### src/cfi_pkg.sv
// Package with register map, field layout and types for the CAN flag and filter block.
package cfi_pkg;
  // Register byte offsets.
  localparam logic [7:0] OFF_CTRL = 8'h00;
  localparam logic [7:0] OFF_FLAGS = 8'h04;
  localparam logic [7:0] OFF_FLT4 = 8'h08;
  localparam logic [7:0] OFF_FLT5 = 8'h0c;
  localparam logic [7:0] OFF_IEN = 8'h10;
  localparam logic [7:0] OFF_ICLR = 8'h14;
  localparam logic [7:0] OFF_FIDX = 8'h18;
  // Event flag positions.
  localparam int B_TX = 0;
  localparam int B_RX = 1;
  localparam int B_TMR = 2;
  localparam int B_MOD = 3;
  localparam int B_OVF = 11;
  localparam int B_SERR = 12;
  localparam int B_CERR = 13;
  localparam int B_WAKE = 14;
  localparam logic [15:0] FLAG_MASK = 16'h780f;
  localparam logic [15:0] SW_CLR_MASK = 16'h380c;
  // Control register fields.
  localparam int B_ON = 15;
  localparam int MODE_LO = 0;
  localparam logic [2:0] MODE_RST = 3'h4;
  // Filter half layout: enable, mask select, FIFO select.
  localparam int F_EN = 7;
  localparam int F_MSEL_LO = 5;
  localparam int F_FSEL_LO = 0;
  localparam int HALF = 8;
  localparam int TMR_W = 16;
  typedef struct packed {
    logic en;
    logic [1:0] msel;
    logic [4:0] fsel;
  } cfi_filt_s;
  typedef struct packed {
    logic wake;
    logic bus_err;
    logic sys_err;
    logic rx_ovf;
    logic rx_pend;
    logic tx_pend;
  } cfi_evt_s;
  typedef enum logic [1:0] {
    ST_ADDR = 2'b00,
    ST_DATA = 2'b01
  } cfi_bus_e;
endpackage : cfi_pkg

### src/cfi_top.sv
// CAN event flags, filter control for filters 16/17/20/21 and the AHB-Lite register slave.
// Notes on behaviour
// - Bus wake-up activity sets the wake flag, bit 14; otherwise it reads zero.
// - Any CAN bus error sets the bus error flag, bit 13.
// - A system bus fault such as an illegal address sets flag bit 12.
// - A message lost to a full receive buffer sets overflow flag bit 11.
// - Reported mode becoming equal to requested mode sets mode change flag bit 3.
// - Timestamp timer wrap sets the timer overflow flag, bit 2.
// - Receive pending, bit 1, follows any waiting receive buffer event.
// - Transmit pending, bit 0, follows any waiting transmit buffer event.
// - Flag bits 10 to 4 always read zero.
// - The sticky wake flag ignores software clears; only switching the module off clears it.
// - Filter enables sit at bit 15 and bit 7 of each filter register.
// - Two-bit mask select per filter at bits 14-13 and 6-5.
// - Five-bit FIFO select per filter at bits 12-8 and 4-0.
// - Mask and FIFO fields change only while that filter is disabled.
// - Filters 16/17 in group four, 20/21 in group five, higher filter upper byte.
// - The message index reads next slot to fill or next message to send.
//
// The AHB-Lite interface to the registers and the register offsets are this design's own decisions.
`timescale 1ns/100ps
module cfi_top (
  input wire logic CLK,
  input wire logic NRST,
  input wire logic HSEL,
  input wire logic [31:0] HADDR,
  input wire logic [1:0] HTRANS,
  input wire logic HWRITE,
  input wire logic [2:0] HSIZE,
  input wire logic [31:0] HWDATA,
  input wire logic HREADY,
  output logic [31:0] HRDATA,
  output logic HREADYOUT,
  output logic HRESP,
  input wire logic WAKE_ACT,
  input wire logic BUS_ERR,
  input wire logic SYS_ERR,
  input wire logic RX_OVF,
  input wire logic RX_PEND,
  input wire logic TX_PEND,
  input wire logic [2:0] CURRENT_OPERATING_MODE,
  input wire logic [4:0] FIFO_MESSAGE_INDEX,
  output logic [2:0] REQUESTED_OPERATING_MODE,
  output logic MODULE_ON,
  output logic [31:0] FILTER_CTRL4,
  output logic [31:0] FILTER_CTRL5,
  output logic IRQ
);
  logic [15:0] flags_r, flags_nxt;
  logic [15:0] ien_r, ien_nxt;
  logic [15:0] flt4_r, flt4_nxt, flt5_r, flt5_nxt;
  logic on_r, on_nxt;
  logic [2:0] req_r, req_nxt;
  logic [2:0] mode_prev_r;
  logic [31:0] rdata_r, rdata_nxt;
  logic wr_pend_r, wr_pend_nxt;
  logic [7:0] wr_addr_r, wr_addr_nxt;
  logic ill_r, ill_nxt;
  cfi_pkg::cfi_bus_e st_r, st_nxt;
  cfi_pkg::cfi_evt_s evt;
  logic tmr_wrap;
  logic addr_ok;
  logic mode_hit;

  assign evt = '{wake: WAKE_ACT, bus_err: BUS_ERR, sys_err: SYS_ERR, rx_ovf: RX_OVF,
                 rx_pend: RX_PEND, tx_pend: TX_PEND};

  // The timer runs only while the module is on.
  cfi_tstamp #(.W(cfi_pkg::TMR_W)) u_tmr (
    .clk(CLK),
    .nrst(NRST),
    .run(on_r),
    .count(),
    .wrap(tmr_wrap)
  );

  // Decides whether an offset is a mapped register.
  function automatic logic mapped(input logic [7:0] a);
    mapped = (a == cfi_pkg::OFF_CTRL) || (a == cfi_pkg::OFF_FLAGS) || (a == cfi_pkg::OFF_FLT4) ||
             (a == cfi_pkg::OFF_FLT5) || (a == cfi_pkg::OFF_IEN) || (a == cfi_pkg::OFF_ICLR) ||
             (a == cfi_pkg::OFF_FIDX);
  endfunction : mapped

  // Applies a write to a pair of filters; each half's mask and FIFO fields only change while its filter is disabled, its enable bit always.
  function automatic logic [15:0] filt_write(input logic [15:0] cur, input logic [15:0] wd);
    logic [15:0] res;
    cfi_pkg::cfi_filt_s lo_c, hi_c;
    res = cur;
    lo_c = cur[cfi_pkg::HALF-1:0];
    hi_c = cur[2*cfi_pkg::HALF-1:cfi_pkg::HALF];
    if (!lo_c.en) begin
      res[cfi_pkg::HALF-1:0] = wd[cfi_pkg::HALF-1:0];
    end else begin
      res[cfi_pkg::F_EN] = wd[cfi_pkg::F_EN];
    end
    if (!hi_c.en) begin
      res[2*cfi_pkg::HALF-1:cfi_pkg::HALF] = wd[2*cfi_pkg::HALF-1:cfi_pkg::HALF];
    end else begin
      res[cfi_pkg::HALF+cfi_pkg::F_EN] = wd[cfi_pkg::HALF+cfi_pkg::F_EN];
    end
    filt_write = res;
  endfunction : filt_write

  assign addr_ok = mapped(HADDR[7:0]) && (HADDR[31:8] == 24'h000000);
  assign mode_hit = (CURRENT_OPERATING_MODE == req_r) && (mode_prev_r != req_r);

  // Bus slave: address phase is captured, writes land at the data phase, reads answer at once.
  always_comb begin
    st_nxt = st_r;
    wr_pend_nxt = 1'b0;
    wr_addr_nxt = wr_addr_r;
    rdata_nxt = rdata_r;
    ill_nxt = 1'b0;
    if (HSEL && HREADY && HTRANS[1]) begin
      st_nxt = cfi_pkg::ST_DATA;
      wr_addr_nxt = HADDR[7:0];
      wr_pend_nxt = HWRITE && addr_ok;
      ill_nxt = !addr_ok;
      rdata_nxt = 32'h00000000;
      if (!HWRITE) begin
        unique case (HADDR[7:0])
          cfi_pkg::OFF_CTRL: rdata_nxt = {16'h0000, on_r, 12'h000, req_r};
          cfi_pkg::OFF_FLAGS: rdata_nxt = {16'h0000, flags_r & cfi_pkg::FLAG_MASK};
          cfi_pkg::OFF_FLT4: rdata_nxt = {16'h0000, flt4_r};
          cfi_pkg::OFF_FLT5: rdata_nxt = {16'h0000, flt5_r};
          cfi_pkg::OFF_IEN: rdata_nxt = {16'h0000, ien_r};
          cfi_pkg::OFF_FIDX: rdata_nxt = {27'h0000000, FIFO_MESSAGE_INDEX};
          default: rdata_nxt = 32'h00000000;
        endcase
      end
    end else if (HREADY) begin
      st_nxt = cfi_pkg::ST_ADDR;
    end
  end

  // Register writes and flag logic; a hardware event always wins over a software clear.
  always_comb begin
    logic [15:0] wd;
    logic [15:0] set;
    wd = HWDATA[15:0];
    set = 16'h0000;
    on_nxt = on_r;
    req_nxt = req_r;
    ien_nxt = ien_r;
    flt4_nxt = flt4_r;
    flt5_nxt = flt5_r;
    flags_nxt = flags_r;
    if (wr_pend_r) begin
      unique case (wr_addr_r)
        cfi_pkg::OFF_CTRL: begin
          on_nxt = wd[cfi_pkg::B_ON];
          req_nxt = wd[cfi_pkg::MODE_LO +: 3];
        end
        cfi_pkg::OFF_FLAGS: flags_nxt = flags_r & (wd | ~cfi_pkg::SW_CLR_MASK);
        cfi_pkg::OFF_ICLR: flags_nxt = flags_r & ~(wd & cfi_pkg::SW_CLR_MASK);
        cfi_pkg::OFF_IEN: ien_nxt = wd & cfi_pkg::FLAG_MASK;
        cfi_pkg::OFF_FLT4: flt4_nxt = filt_write(flt4_r, wd);
        cfi_pkg::OFF_FLT5: flt5_nxt = filt_write(flt5_r, wd);
        default: flags_nxt = flags_r;
      endcase
    end
    // Turning the module off clears the sticky wake flag.
    if (on_r && !on_nxt) begin
      flags_nxt[cfi_pkg::B_WAKE] = 1'b0;
    end
    set[cfi_pkg::B_WAKE] = evt.wake;
    set[cfi_pkg::B_CERR] = evt.bus_err;
    set[cfi_pkg::B_SERR] = evt.sys_err || ill_r;
    set[cfi_pkg::B_OVF] = evt.rx_ovf;
    set[cfi_pkg::B_MOD] = mode_hit;
    set[cfi_pkg::B_TMR] = tmr_wrap;
    flags_nxt = flags_nxt | set;
    flags_nxt[cfi_pkg::B_RX] = evt.rx_pend;
    flags_nxt[cfi_pkg::B_TX] = evt.tx_pend;
  end

  // State registers.
  always_ff @(posedge CLK) begin
    if (!NRST) begin
      st_r <= cfi_pkg::ST_ADDR;
      wr_pend_r <= 1'b0;
      wr_addr_r <= 8'h00;
      ill_r <= 1'b0;
      rdata_r <= 32'h00000000;
      flags_r <= 16'h0000;
      ien_r <= 16'h0000;
      flt4_r <= 16'h0000;
      flt5_r <= 16'h0000;
      on_r <= 1'b0;
      req_r <= cfi_pkg::MODE_RST;
      mode_prev_r <= cfi_pkg::MODE_RST;
    end else begin
      st_r <= st_nxt;
      wr_pend_r <= wr_pend_nxt;
      wr_addr_r <= wr_addr_nxt;
      ill_r <= ill_nxt;
      rdata_r <= rdata_nxt;
      flags_r <= flags_nxt;
      ien_r <= ien_nxt;
      flt4_r <= flt4_nxt;
      flt5_r <= flt5_nxt;
      on_r <= on_nxt;
      req_r <= req_nxt;
      mode_prev_r <= CURRENT_OPERATING_MODE;
    end
  end

  // Outputs; the slave never waits and always answers OKAY.
  assign HREADYOUT = 1'b1;
  assign HRESP = 1'b0;
  assign HRDATA = rdata_r;
  assign REQUESTED_OPERATING_MODE = req_r;
  assign MODULE_ON = on_r;
  assign FILTER_CTRL4 = {16'h0000, flt4_r};
  assign FILTER_CTRL5 = {16'h0000, flt5_r};
  assign IRQ = |(flags_r & ien_r);

  // Checks. The flags sit behind one register stage, so each is looked at one edge after its cause; an illegal address takes two.
  chk_wake_sets: assert property (@(posedge CLK) disable iff (!NRST)
    WAKE_ACT |=> flags_r[cfi_pkg::B_WAKE]) else $error("wake flag not set");
  // Without activity the wake flag must not appear on its own.
  chk_wake_quiet: assert property (@(posedge CLK) disable iff (!NRST)
    !flags_r[cfi_pkg::B_WAKE] && !WAKE_ACT |=> !flags_r[cfi_pkg::B_WAKE])
    else $error("wake flag set without activity");
  chk_cerr_sets: assert property (@(posedge CLK) disable iff (!NRST)
    BUS_ERR |=> flags_r[cfi_pkg::B_CERR]) else $error("bus error flag not set");
  chk_serr_sets: assert property (@(posedge CLK) disable iff (!NRST)
    SYS_ERR |=> flags_r[cfi_pkg::B_SERR]) else $error("system error flag not set");
  chk_ovf_sets: assert property (@(posedge CLK) disable iff (!NRST)
    RX_OVF |=> flags_r[cfi_pkg::B_OVF]) else $error("overflow flag not set");
  // The mode check is written from the pins so that it does not lean on the internal edge detector.
  chk_mode_sets: assert property (@(posedge CLK) disable iff (!NRST)
    $past(NRST) && CURRENT_OPERATING_MODE == req_r && $past(CURRENT_OPERATING_MODE) != req_r
    |=> flags_r[cfi_pkg::B_MOD]) else $error("mode change flag not set");
  chk_tmr_sets: assert property (@(posedge CLK) disable iff (!NRST)
    tmr_wrap |=> flags_r[cfi_pkg::B_TMR]) else $error("timer overflow flag not set");
  chk_rx_follows: assert property (@(posedge CLK) disable iff (!NRST)
    ##1 flags_r[cfi_pkg::B_RX] == $past(RX_PEND)) else $error("rx pending wrong");
  chk_tx_follows: assert property (@(posedge CLK) disable iff (!NRST)
    ##1 flags_r[cfi_pkg::B_TX] == $past(TX_PEND)) else $error("tx pending wrong");
  chk_gap_zero: assert property (@(posedge CLK) disable iff (!NRST)
    flags_r[10:4] == 7'h00) else $error("unused flag bits set");
  // A read of the flag register must show nothing in the unused and upper positions.
  chk_flags_read: assert property (@(posedge CLK) disable iff (!NRST)
    HSEL && HREADY && HTRANS[1] && !HWRITE && HADDR == {24'h000000, cfi_pkg::OFF_FLAGS}
    |=> HRDATA[31:15] == 17'h00000 && HRDATA[10:4] == 7'h00) else $error("flag read shows unused bits");
  chk_wake_sticky: assert property (@(posedge CLK) disable iff (!NRST)
    flags_r[cfi_pkg::B_WAKE] && on_r && $stable(on_r) ##1 on_r |-> flags_r[cfi_pkg::B_WAKE])
    else $error("wake flag cleared while on");
  // Switching the module off drops the wake flag unless new activity arrives in that same cycle.
  chk_off_clears: assert property (@(posedge CLK) disable iff (!NRST)
    $fell(on_r) && !$past(WAKE_ACT) |-> !flags_r[cfi_pkg::B_WAKE]) else $error("wake flag kept after off");
  // Every filter half keeps its mask and FIFO fields while it is enabled.
  chk_filt_lock: assert property (@(posedge CLK) disable iff (!NRST)
    flt4_r[cfi_pkg::F_EN] |=> flt4_r[cfi_pkg::F_EN-1:0] == $past(flt4_r[cfi_pkg::F_EN-1:0]))
    else $error("locked filter changed");
  chk_filt4_hi_lock: assert property (@(posedge CLK) disable iff (!NRST)
    flt4_r[cfi_pkg::HALF+cfi_pkg::F_EN] |=> flt4_r[cfi_pkg::HALF+cfi_pkg::F_EN-1:cfi_pkg::HALF] ==
    $past(flt4_r[cfi_pkg::HALF+cfi_pkg::F_EN-1:cfi_pkg::HALF])) else $error("locked upper filter changed");
  chk_filt5_lock: assert property (@(posedge CLK) disable iff (!NRST)
    flt5_r[cfi_pkg::F_EN] |=> flt5_r[cfi_pkg::F_EN-1:0] == $past(flt5_r[cfi_pkg::F_EN-1:0]))
    else $error("locked filter changed");
  chk_filt5_hi_lock: assert property (@(posedge CLK) disable iff (!NRST)
    flt5_r[cfi_pkg::HALF+cfi_pkg::F_EN] |=> flt5_r[cfi_pkg::HALF+cfi_pkg::F_EN-1:cfi_pkg::HALF] ==
    $past(flt5_r[cfi_pkg::HALF+cfi_pkg::F_EN-1:cfi_pkg::HALF])) else $error("locked upper filter changed");
  chk_ill_addr: assert property (@(posedge CLK) disable iff (!NRST)
    HSEL && HREADY && HTRANS[1] && !addr_ok |=> ##1 flags_r[cfi_pkg::B_SERR])
    else $error("illegal address not flagged");
  // An enabled overflow must reach the interrupt line on the edge after the event.
  chk_irq_level: assert property (@(posedge CLK) disable iff (!NRST)
    $past(NRST) && $past(RX_OVF) && ien_r[cfi_pkg::B_OVF] |-> IRQ) else $error("irq mismatch");
  // Without a write to the register file a set bus error flag never drops.
  chk_flag_holds: assert property (@(posedge CLK) disable iff (!NRST)
    flags_r[cfi_pkg::B_CERR] && !wr_pend_r |=> flags_r[cfi_pkg::B_CERR]) else $error("flag dropped by itself");
  chk_fidx_read: assert property (@(posedge CLK) disable iff (!NRST)
    HSEL && HREADY && HTRANS[1] && !HWRITE && HADDR == {24'h000000, cfi_pkg::OFF_FIDX}
    |=> HRDATA == {27'h0000000, $past(FIFO_MESSAGE_INDEX)}) else $error("message index read wrong");
  cov_irq: cover property (@(posedge CLK) disable iff (!NRST) $rose(IRQ));
  cov_mode: cover property (@(posedge CLK) disable iff (!NRST) mode_hit);
  cov_wrap: cover property (@(posedge CLK) disable iff (!NRST) tmr_wrap);
  cov_lock: cover property (@(posedge CLK) disable iff (!NRST) wr_pend_r && flt5_r[cfi_pkg::F_EN]);
  // Back-to-back transfers: a new address phase while the previous data phase is on the bus.
  cov_back2back: cover property (@(posedge CLK) disable iff (!NRST)
    st_r == cfi_pkg::ST_DATA && HSEL && HREADY && HTRANS[1]);
endmodule : cfi_top

### src/cfi_tstamp.sv
// Timestamp timer that pulses on wrap.
`timescale 1ns/100ps
module cfi_tstamp #(
  parameter int W = cfi_pkg::TMR_W
) (
  input wire logic clk,
  input wire logic nrst,
  input wire logic run,
  output logic [W-1:0] count,
  output logic wrap
);
  logic [W-1:0] count_nxt;
  logic wrap_nxt;

  // Counting stops while the module is off so the wrap point stays predictable.
  always_comb begin
    count_nxt = count;
    wrap_nxt = 1'b0;
    if (run) begin
      count_nxt = count + {{(W-1){1'b0}}, 1'b1};
      wrap_nxt = &count;
    end
  end

  // Register stage.
  always_ff @(posedge clk) begin
    if (!nrst) begin
      count <= '0;
      wrap <= 1'b0;
    end else begin
      count <= count_nxt;
      wrap <= wrap_nxt;
    end
  end
endmodule : cfi_tstamp

### config.mk
export PLATFORM = sky130hd
export DESIGN_NAME = cfi_top
export DESIGN_NICKNAME = d
export VERILOG_FILES = /design/src/cfi_pkg.sv /design/src/cfi_top.sv /design/src/cfi_tstamp.sv
export SDC_FILE = /design/constraint.sdc
export NUM_CORES = 1
export LEC_CHECK = 0
export BUFFER_PORTS_ARGS = -buffer_cell sky130_fd_sc_hd__buf_4
export CAP_MARGIN = 20
export CORE_MARGIN = 2
export CORE_UTILIZATION = 44
export CTS_CLUSTER_SIZE = 28
export DETAILED_ROUTE_END_ITERATION = 7
export PLACE_DENSITY = 0.8
export SLEW_MARGIN = 10
export SYNTH_ARGS = -nofsm -noshare
export SYNTH_HDL_FRONTEND = slang
export SYNTH_SLANG_ARGS = --single-unit
### constraint.sdc
create_clock -name CLK -period 1.7 [get_ports CLK]
set_input_delay 0.255 -clock CLK [delete_from_list [all_inputs] [get_ports CLK]]
set_output_delay 0.255 -clock CLK [all_outputs]
set_load 0.01 [all_outputs]
## After elaboration in Yosys (flattened, before gate mapping)

Index checks and enable logic that the tools add are counted.

| cells by class | value |
|---|---|
| add/sub/neg operators | 1 |
| $mul | 0 |
| divide/modulo/power cells | 0 |
| order comparisons | 0 |
| eq/ne operators | 13 |
| shift-type cells | 0 |
| multiplexer cells | 7 |
| bitwise gates (word level) | 9 |
| reductions and logical operators | 30 |

Operators with widths:

| kind | count |
|---|---|
| case mux 16 bit (6 select lines) | 1 |
| == test 8 x 5 -> 1 bit, second input constant | 5 |
| AND 16 bit | 2 |
| == test 8 x 4 -> 1 bit, second input constant | 4 |
| two-way mux 16 bit | 2 |
| case mux 16 bit (2 select lines) | 1 |
| logical NOT 24 bit | 1 |
| adder 16 x 1 -> 16 bit, second input constant | 1 |
| AND 16 x 15 -> 16 bit | 1 |
| == test 8 x 3 -> 1 bit, second input constant | 2 |
| logical NOT 8 bit | 2 |
| NOT 14 -> 16 bit | 1 |
| bitwise OR 16 x 15 -> 16 bit | 1 |
| AND reduction 16 bit | 1 |
| OR reduction 16 bit | 1 |
| AND reduction 2 bit | 6 |
| AND reduction 3 bit | 4 |
| logical OR 1 bit | 7 |
| logical AND 1 bit | 6 |
| NOT 1 bit | 4 |
| == test 3 bit | 1 |
| two-way mux 1 bit | 3 |
| != test 3 bit | 1 |
| logical NOT 1 bit | 2 |

| storage, ports and cells | value |
|---|---|
| flip-flop bits (word level) | 122 |
| bits in latches | 0 |
| memory bits (writable) | 0 |
| ROM bits | 0 |
| bits of input ports | 88 |
| output and inout port bits | 103 |
| memories | 0 |

## Logic depth before layout (Yosys ltp)

| depth | value |
|---|---|
| depth after elaboration | 9 |
| mapped depth | 6 |
| mapped depth without buffers | 5 |

## Hierarchy

A second synthesis with hierarchy kept.

| second synthesis, totals | value |
|---|---|
| cell total of the unflattened synthesis | 528 |
| area, all modules | 4698.3 sq um |

By module, submodules not included:

| module | times used | cells each | area each (sq um) | seq. area each (sq um) |
|---|---|---|---|---|
| cfi_top | 1 | 437 | 3857.4 | 1621.6 |
| cfi_tstamp | 1 | 91 | 840.8 | 340.3 |

## Least setup slack after synthesis

OpenSTA, ideal clock, no wires.

| timing path | value |
|---|---|
| kind | input port to flip-flop |
| start point | input port HADDR[0] |
| end point | register rdata_r[3], in the netlist HRDATA[3] |
| library setup time | 0.061 ns |
| arrival time | 1.565 ns |
| data required time | 1.639 ns |
| setup slack | 0.075 ns |
| stages | 4 |
| cell sequence | or4_4 > or2_4 > nor4b_4 > a32o_1 |

| between the ends | value |
|---|---|
| cells in the longest elaborated chain, start to end | 3 |

Ends and longest elaborated chain:

| element | RTL line | source |
|---|---|---|
| start, declared | cfi_top.sv:26 | `input wire logic [31:0] HADDR,` |
| == test 8 x 5 -> 1 bit, or another cell as far along | cfi_top.sv:121 | `unique case (HADDR[7:0])` |
| case mux 16 bit (6 select lines) (*) | cfi_top.sv:121 |  |
| two-way mux 16 bit (*) | cfi_top.sv:120 | `if (!HWRITE) begin` |
| end signal, assigned | cfi_top.sv:197 | `rdata_r <= rdata_nxt;` |
| end, declared | cfi_top.sv:55 | `logic [31:0] rdata_r, rdata_nxt;` |

Every way passes the cells marked *; elsewhere a longest branch is shown, timed or not.
A chain may end at the register's enable or synchronous reset.

## Final worst setup path

| timing path | value |
|---|---|
| start point | register wr_addr_r[5] |
| end point | register flt4_r[5] |

| between the ends | value |
|---|---|
| cells in the longest elaborated chain, start to end | 2 |

Ends and longest elaborated chain:

| element | RTL line | source |
|---|---|---|
| start, declared | cfi_top.sv:57 | `logic [7:0] wr_addr_r, wr_addr_nxt;` |
| start signal, assigned | cfi_top.sv:195 | `wr_addr_r <= wr_addr_nxt;` |
| == test 8 x 4 -> 1 bit | cfi_top.sv:149 | `unique case (wr_addr_r)` |
| AND reduction 3 bit (no source line) | - |  |
| end signal, assigned | cfi_top.sv:200 | `flt4_r <= flt4_nxt;` |
| end, declared | cfi_top.sv:51 | `logic [15:0] flt4_r, flt4_nxt, flt5_r, flt5_nxt;` |

No other way between the ends.

==> flow_results.org <==
** Setup path
- Arrival time reported for the critical path endpoint :: just under 2 ns
- Critical Path End Type :: flip-flop
- Crit Path Category :: flip-flop to flip-flop
- STA classifies the critical path startpoint as a flip-flop.
- At the worst endpoint, the required time is 2.00 ns.
- Maximum fanout encountered on the critical timing path :: 6

** Timing
- Remaining max-slew budget at the tightest pin :: a little over half
- Setup total negative slack on the finished layout was measured at 0 ns.
- Crit path time final :: 1.67 ns
- The final critical path takes up 98.1% of the cycle.
- Maximum achievable frequency :: 0.600 GHz
- The count of final max-slew check failures came to 0.
- For the final database, setup skew stands at 0.00686 ns.
- Setup repair after global routing could not meet its margin everywhere.
- The final-report hold violation count is 0.
- Final setup violation count :: 0
- For the pin with the worst max-slew slack, the measured transition is 0.697 ns.

** Drt
- Final Routed Wirelength :: 12.1 mm
- Summing over every cut layer, the via total after detailed routing is 4,138.
- After detailed routing, the number of vias per cell comes to 5.13.
- Number of DRC violations after detailed routing :: 0
- Post-DRT Antenna Nets :: 0
- Dividing the detail-routed wire length by the instance count gives 15.0 µm.
- The first routing iteration left 237 violations.
- The pre-antenna-repair detailed-routing pass consisted of 4 iterations.

** Synth
- After Yosys synthesis, full adders, half adders and majority gates account for 0.264% of the synthesized area.
- For this run, asynchronously set or reset flops after synthesis account for 0%.
- Main combinational cell family by area after synthesis :: simple AND/OR/NAND/NOR gates
- Proportion of synthesized area in mux cells :: 11.3%
- Counting every instance in the synthesized netlist gives 538.
- Yosys printed 0 warnings.
- Leading register cell type out of synthesis :: sky130_fd_sc_hd__dfxtp_1
- Simple-gate portion of the synthesized area :: 21.5%
- Yosys mapped a number of flops with a built-in enable equal to 0.
- Share of the synthesized netlist area taken by xor and xnor gates :: 3.51%
- Seq cells post-synth :: roughly 100
- The cell area that synthesis handed to floorplanning was 4740 µm².
- Sequential area share after synthesis :: 41.4%
- The average instance in the mapped netlist occupies just under 9 µm².
- Compound-cell area share of the yosys netlist :: 11.1%
- Number of different library cells in the post-synthesis netlist :: 50

** Placed design
- Detailed placement ended at an HPWL of between 9 and 10 mm.
- IO Port Bufs :: 120
- After detailed placement, the total cell area comes to 5720 µm².
- The congestion estimate from routability-driven global placement came to 0.844.

** Floorplan
- Placeable core region :: 10,400 µm²
- In this run the vertical extent of the chip is about 110 µm.
- Once the floorplan was initialized, standard cells occupied between 40% and 50% of the core.
- Number of rows created at floorplan :: 37
- The die is about 110 µm wide.
- I/O pin cnt :: 191
- The die covers around 12,000 µm².

** Power
- Total power draw :: 4280 µW
- Cell Int Power :: around 3300 µW
- Cell leakage power :: approximately 0.0027 µW
- Peak VDD IR :: slightly above 0.0004 V
- Switching part of the total :: 24.0%
- Of the total power, registers draw 54.5%.
- Power spread over the standard cell area amounts to just over 700 nW/µm².
- Of the total power, combinational logic draws 9.7%.
- Fraction of power consumed by the clock network :: 35.8%
- In this run the power spent charging and discharging nets is just over 1000 µW.

** Status
- The flow ran to the end, and the final reports show no timing, DRC or antenna violations.

** Global routing
- Entering global routing, the biggest net connects just over 100 pins.
- All-Layer GR Usage :: roughly a fifth
- The initial antenna violation count is 0.
- Number of global-route vias before repair :: 4,016
- Remaining global-route overflow :: 0
- The first global-routing pass estimated around 19 mm of wire.

** Clock network
- The clock passes through at most 2 buffers.
- Total clock buffers created by CTS :: 9
- Clock-pin slew was measured on the worst setup and hold paths at 0.09 ns.
- The tree is rooted in a sky130_fd_sc_hd__clkbuf_8.
- Clock latency on the worst-skew pair, taken at its later pin, is 0.36 ns.
- # clock sinks :: 98
- CTS tree :: done
- The H-tree generated during clock tree synthesis spans 3 levels.
- The number of hold buffers added after CTS was 0.

** Job
- Max-Cap Viols :: 0

** Cells and area
- Of the cells placed in the final design, the portion with a size suffix greater than 1 is 27.3%.
- Cell area after layout :: 5980 µm²
- Most common cell after layout, fill and taps aside :: sky130_fd_sc_hd__buf_4
- The repair_antennas step left the layout with diodes totalling 0.
- For this run, the share of the core covered by cells in the final layout is roughly 57%.
- The final layout contains 756 nets.
- From synthesis to final layout, the design area changed by 26.1%.
- The library cells used most frequently in the layout, excluding fill and tap cells, are 147 x sky130_fd_sc_hd__buf_4, 97 x sky130_fd_sc_hd__dfxtp_1, 91 x sky130_fd_sc_hd__nand2_1.

** Hold path
- Worst min-delay path category :: input port to flip-flop
cell type report:
type / instances / area (µm²)
fill: 933 / 4440
multi-input combinational: 403 / 2480
sequential: 98 / 1960
timing repair buffer: 150 / 1150
tap: 136 / 170
clock buffer: 11 / 151
clock inverter: 4 / 51.3
inverter: 5 / 18.8
metrics by stage:
step / cells / setup WS (ns) / hold slack (ns)
CTS: 805 / 0.0123 / 0.0811
finish: 807 / 0.0329 / 0.0932
global placement: 790 / -0.103 / 0.427
global route: 807 / -0.0775 / 0.0927
detailed placement: 790 / -0.139 / 0.436
floorplan: 586 / 0.0747 / 0.356
critical path: stages, from the launching register on:
cell	delay, ns
sky130_fd_sc_hd__dfxtp_2	0.34
sky130_fd_sc_hd__nor4_4	0.34
sky130_fd_sc_hd__buf_4	0.20
sky130_fd_sc_hd__nand3_4	0.08
sky130_fd_sc_hd__nor3_4	0.25
sky130_fd_sc_hd__buf_6	0.19
sky130_fd_sc_hd__mux2i_1	0.20
sequential cells by signal (all words and copies together), names as in the netlist:
signal / flops
HRDATA: 16
MODULE_ON: 1
REQUESTED_OPERATING_MODE: 3
flags_r: 8
flt4_r: 16
flt5_r: 16
ien_r: 8
ill_r: 1
mode_prev_r: 3
u_tmr.count: 16
u_tmr.wrap: 1
wr_addr_r: 8
wr_pend_r: 1
final timing paths:
kind,start,end,slack [ns],cells after the start
setup / recovery,wr_addr_r[5],flt4_r[5],0.03,6
hold / removal,RX_PEND,flags_r[1],0.09,2
setup reg to reg,wr_addr_r[5],flt4_r[5],0.03,6
hold reg to reg,u_tmr.wrap,flags_r[2],0.46,1
power by group through the flow:
stage | Clock (µW) | Combinational (µW) | Sequential, µW
after floorplan | 0 | 308 | 2380
after global placement | 0 | 396 | 2390
after detailed placement | 0 | 407 | 2390
after CTS | 1570 | 408 | 2330
after global routing | 1670 | 458 | 2340
final | 1530 | 417 | 2330
routing by layer:
metal / GRT usage (%) / vias to the layer above / routed length [µm]
met5: 0 / - / 0
met1: 24.5 / 1935 / 4960
met3: 4.24 / 27 / 745
li1: - / 2017 / -
met4: 9.34 / 0 / 366
met2: 35.8 / 159 / 6010
synthesized netlist by cell type, drive strengths merged (2+ instances only):
| cell | count | area (µm²) |
|---|---|---|
| dfxtp | 98 | 1960 |
| nand2 | 91 | 342 |
| buf | 57 | 407 |
| mux2i | 47 | 470 |
| o21ai | 31 | 155 |
| nand3 | 26 | 130 |
| clkbuf | 23 | 86.3 |
| and2 | 15 | 93.8 |
| xor2 | 13 | 114 |
| nor2 | 12 | 45.0 |
| a21boi | 11 | 82.6 |
| nor4 | 11 | 90.1 |
| nor3 | 10 | 55.1 |
| a21oi | 7 | 35.0 |
| nand2b | 7 | 43.8 |
| nand4 | 6 | 37.5 |
| o21a | 6 | 45.0 |
| xnor2 | 6 | 52.6 |
| inv | 5 | 18.8 |
| nor2b | 5 | 31.3 |
| a221oi | 4 | 35.0 |
| a22o | 4 | 35.0 |
| a22oi | 4 | 30.0 |
| mux2 | 4 | 45.0 |
| a31o | 3 | 26.3 |
| and3 | 3 | 18.8 |
| nand3b | 3 | 22.5 |
| o22ai | 3 | 18.8 |
| a31oi | 2 | 12.5 |
| and4 | 2 | 17.5 |
| conb | 2 | 7.51 |
| nand4b | 2 | 17.5 |
| o211ai | 2 | 15.0 |
| or3 | 2 | 12.5 |
cells by family after synthesis:
group | after synthesis
AND/OR/NAND/NOR | 200
flip-flops | 98
XOR/XNOR | 19
other | 2
AO/OA/AOI/OAI | 81
buffers and inverters | 85
multiplexers | 52
adder cells (fa/ha/maj) | 1
repair_timing:
action	CTS	global route
setup endpoints to repair	3	26
resized for setup	2	6
buffers inserted	0	2
pin swaps	0	5
No activity file was read; power rests on OpenSTA's default activity.
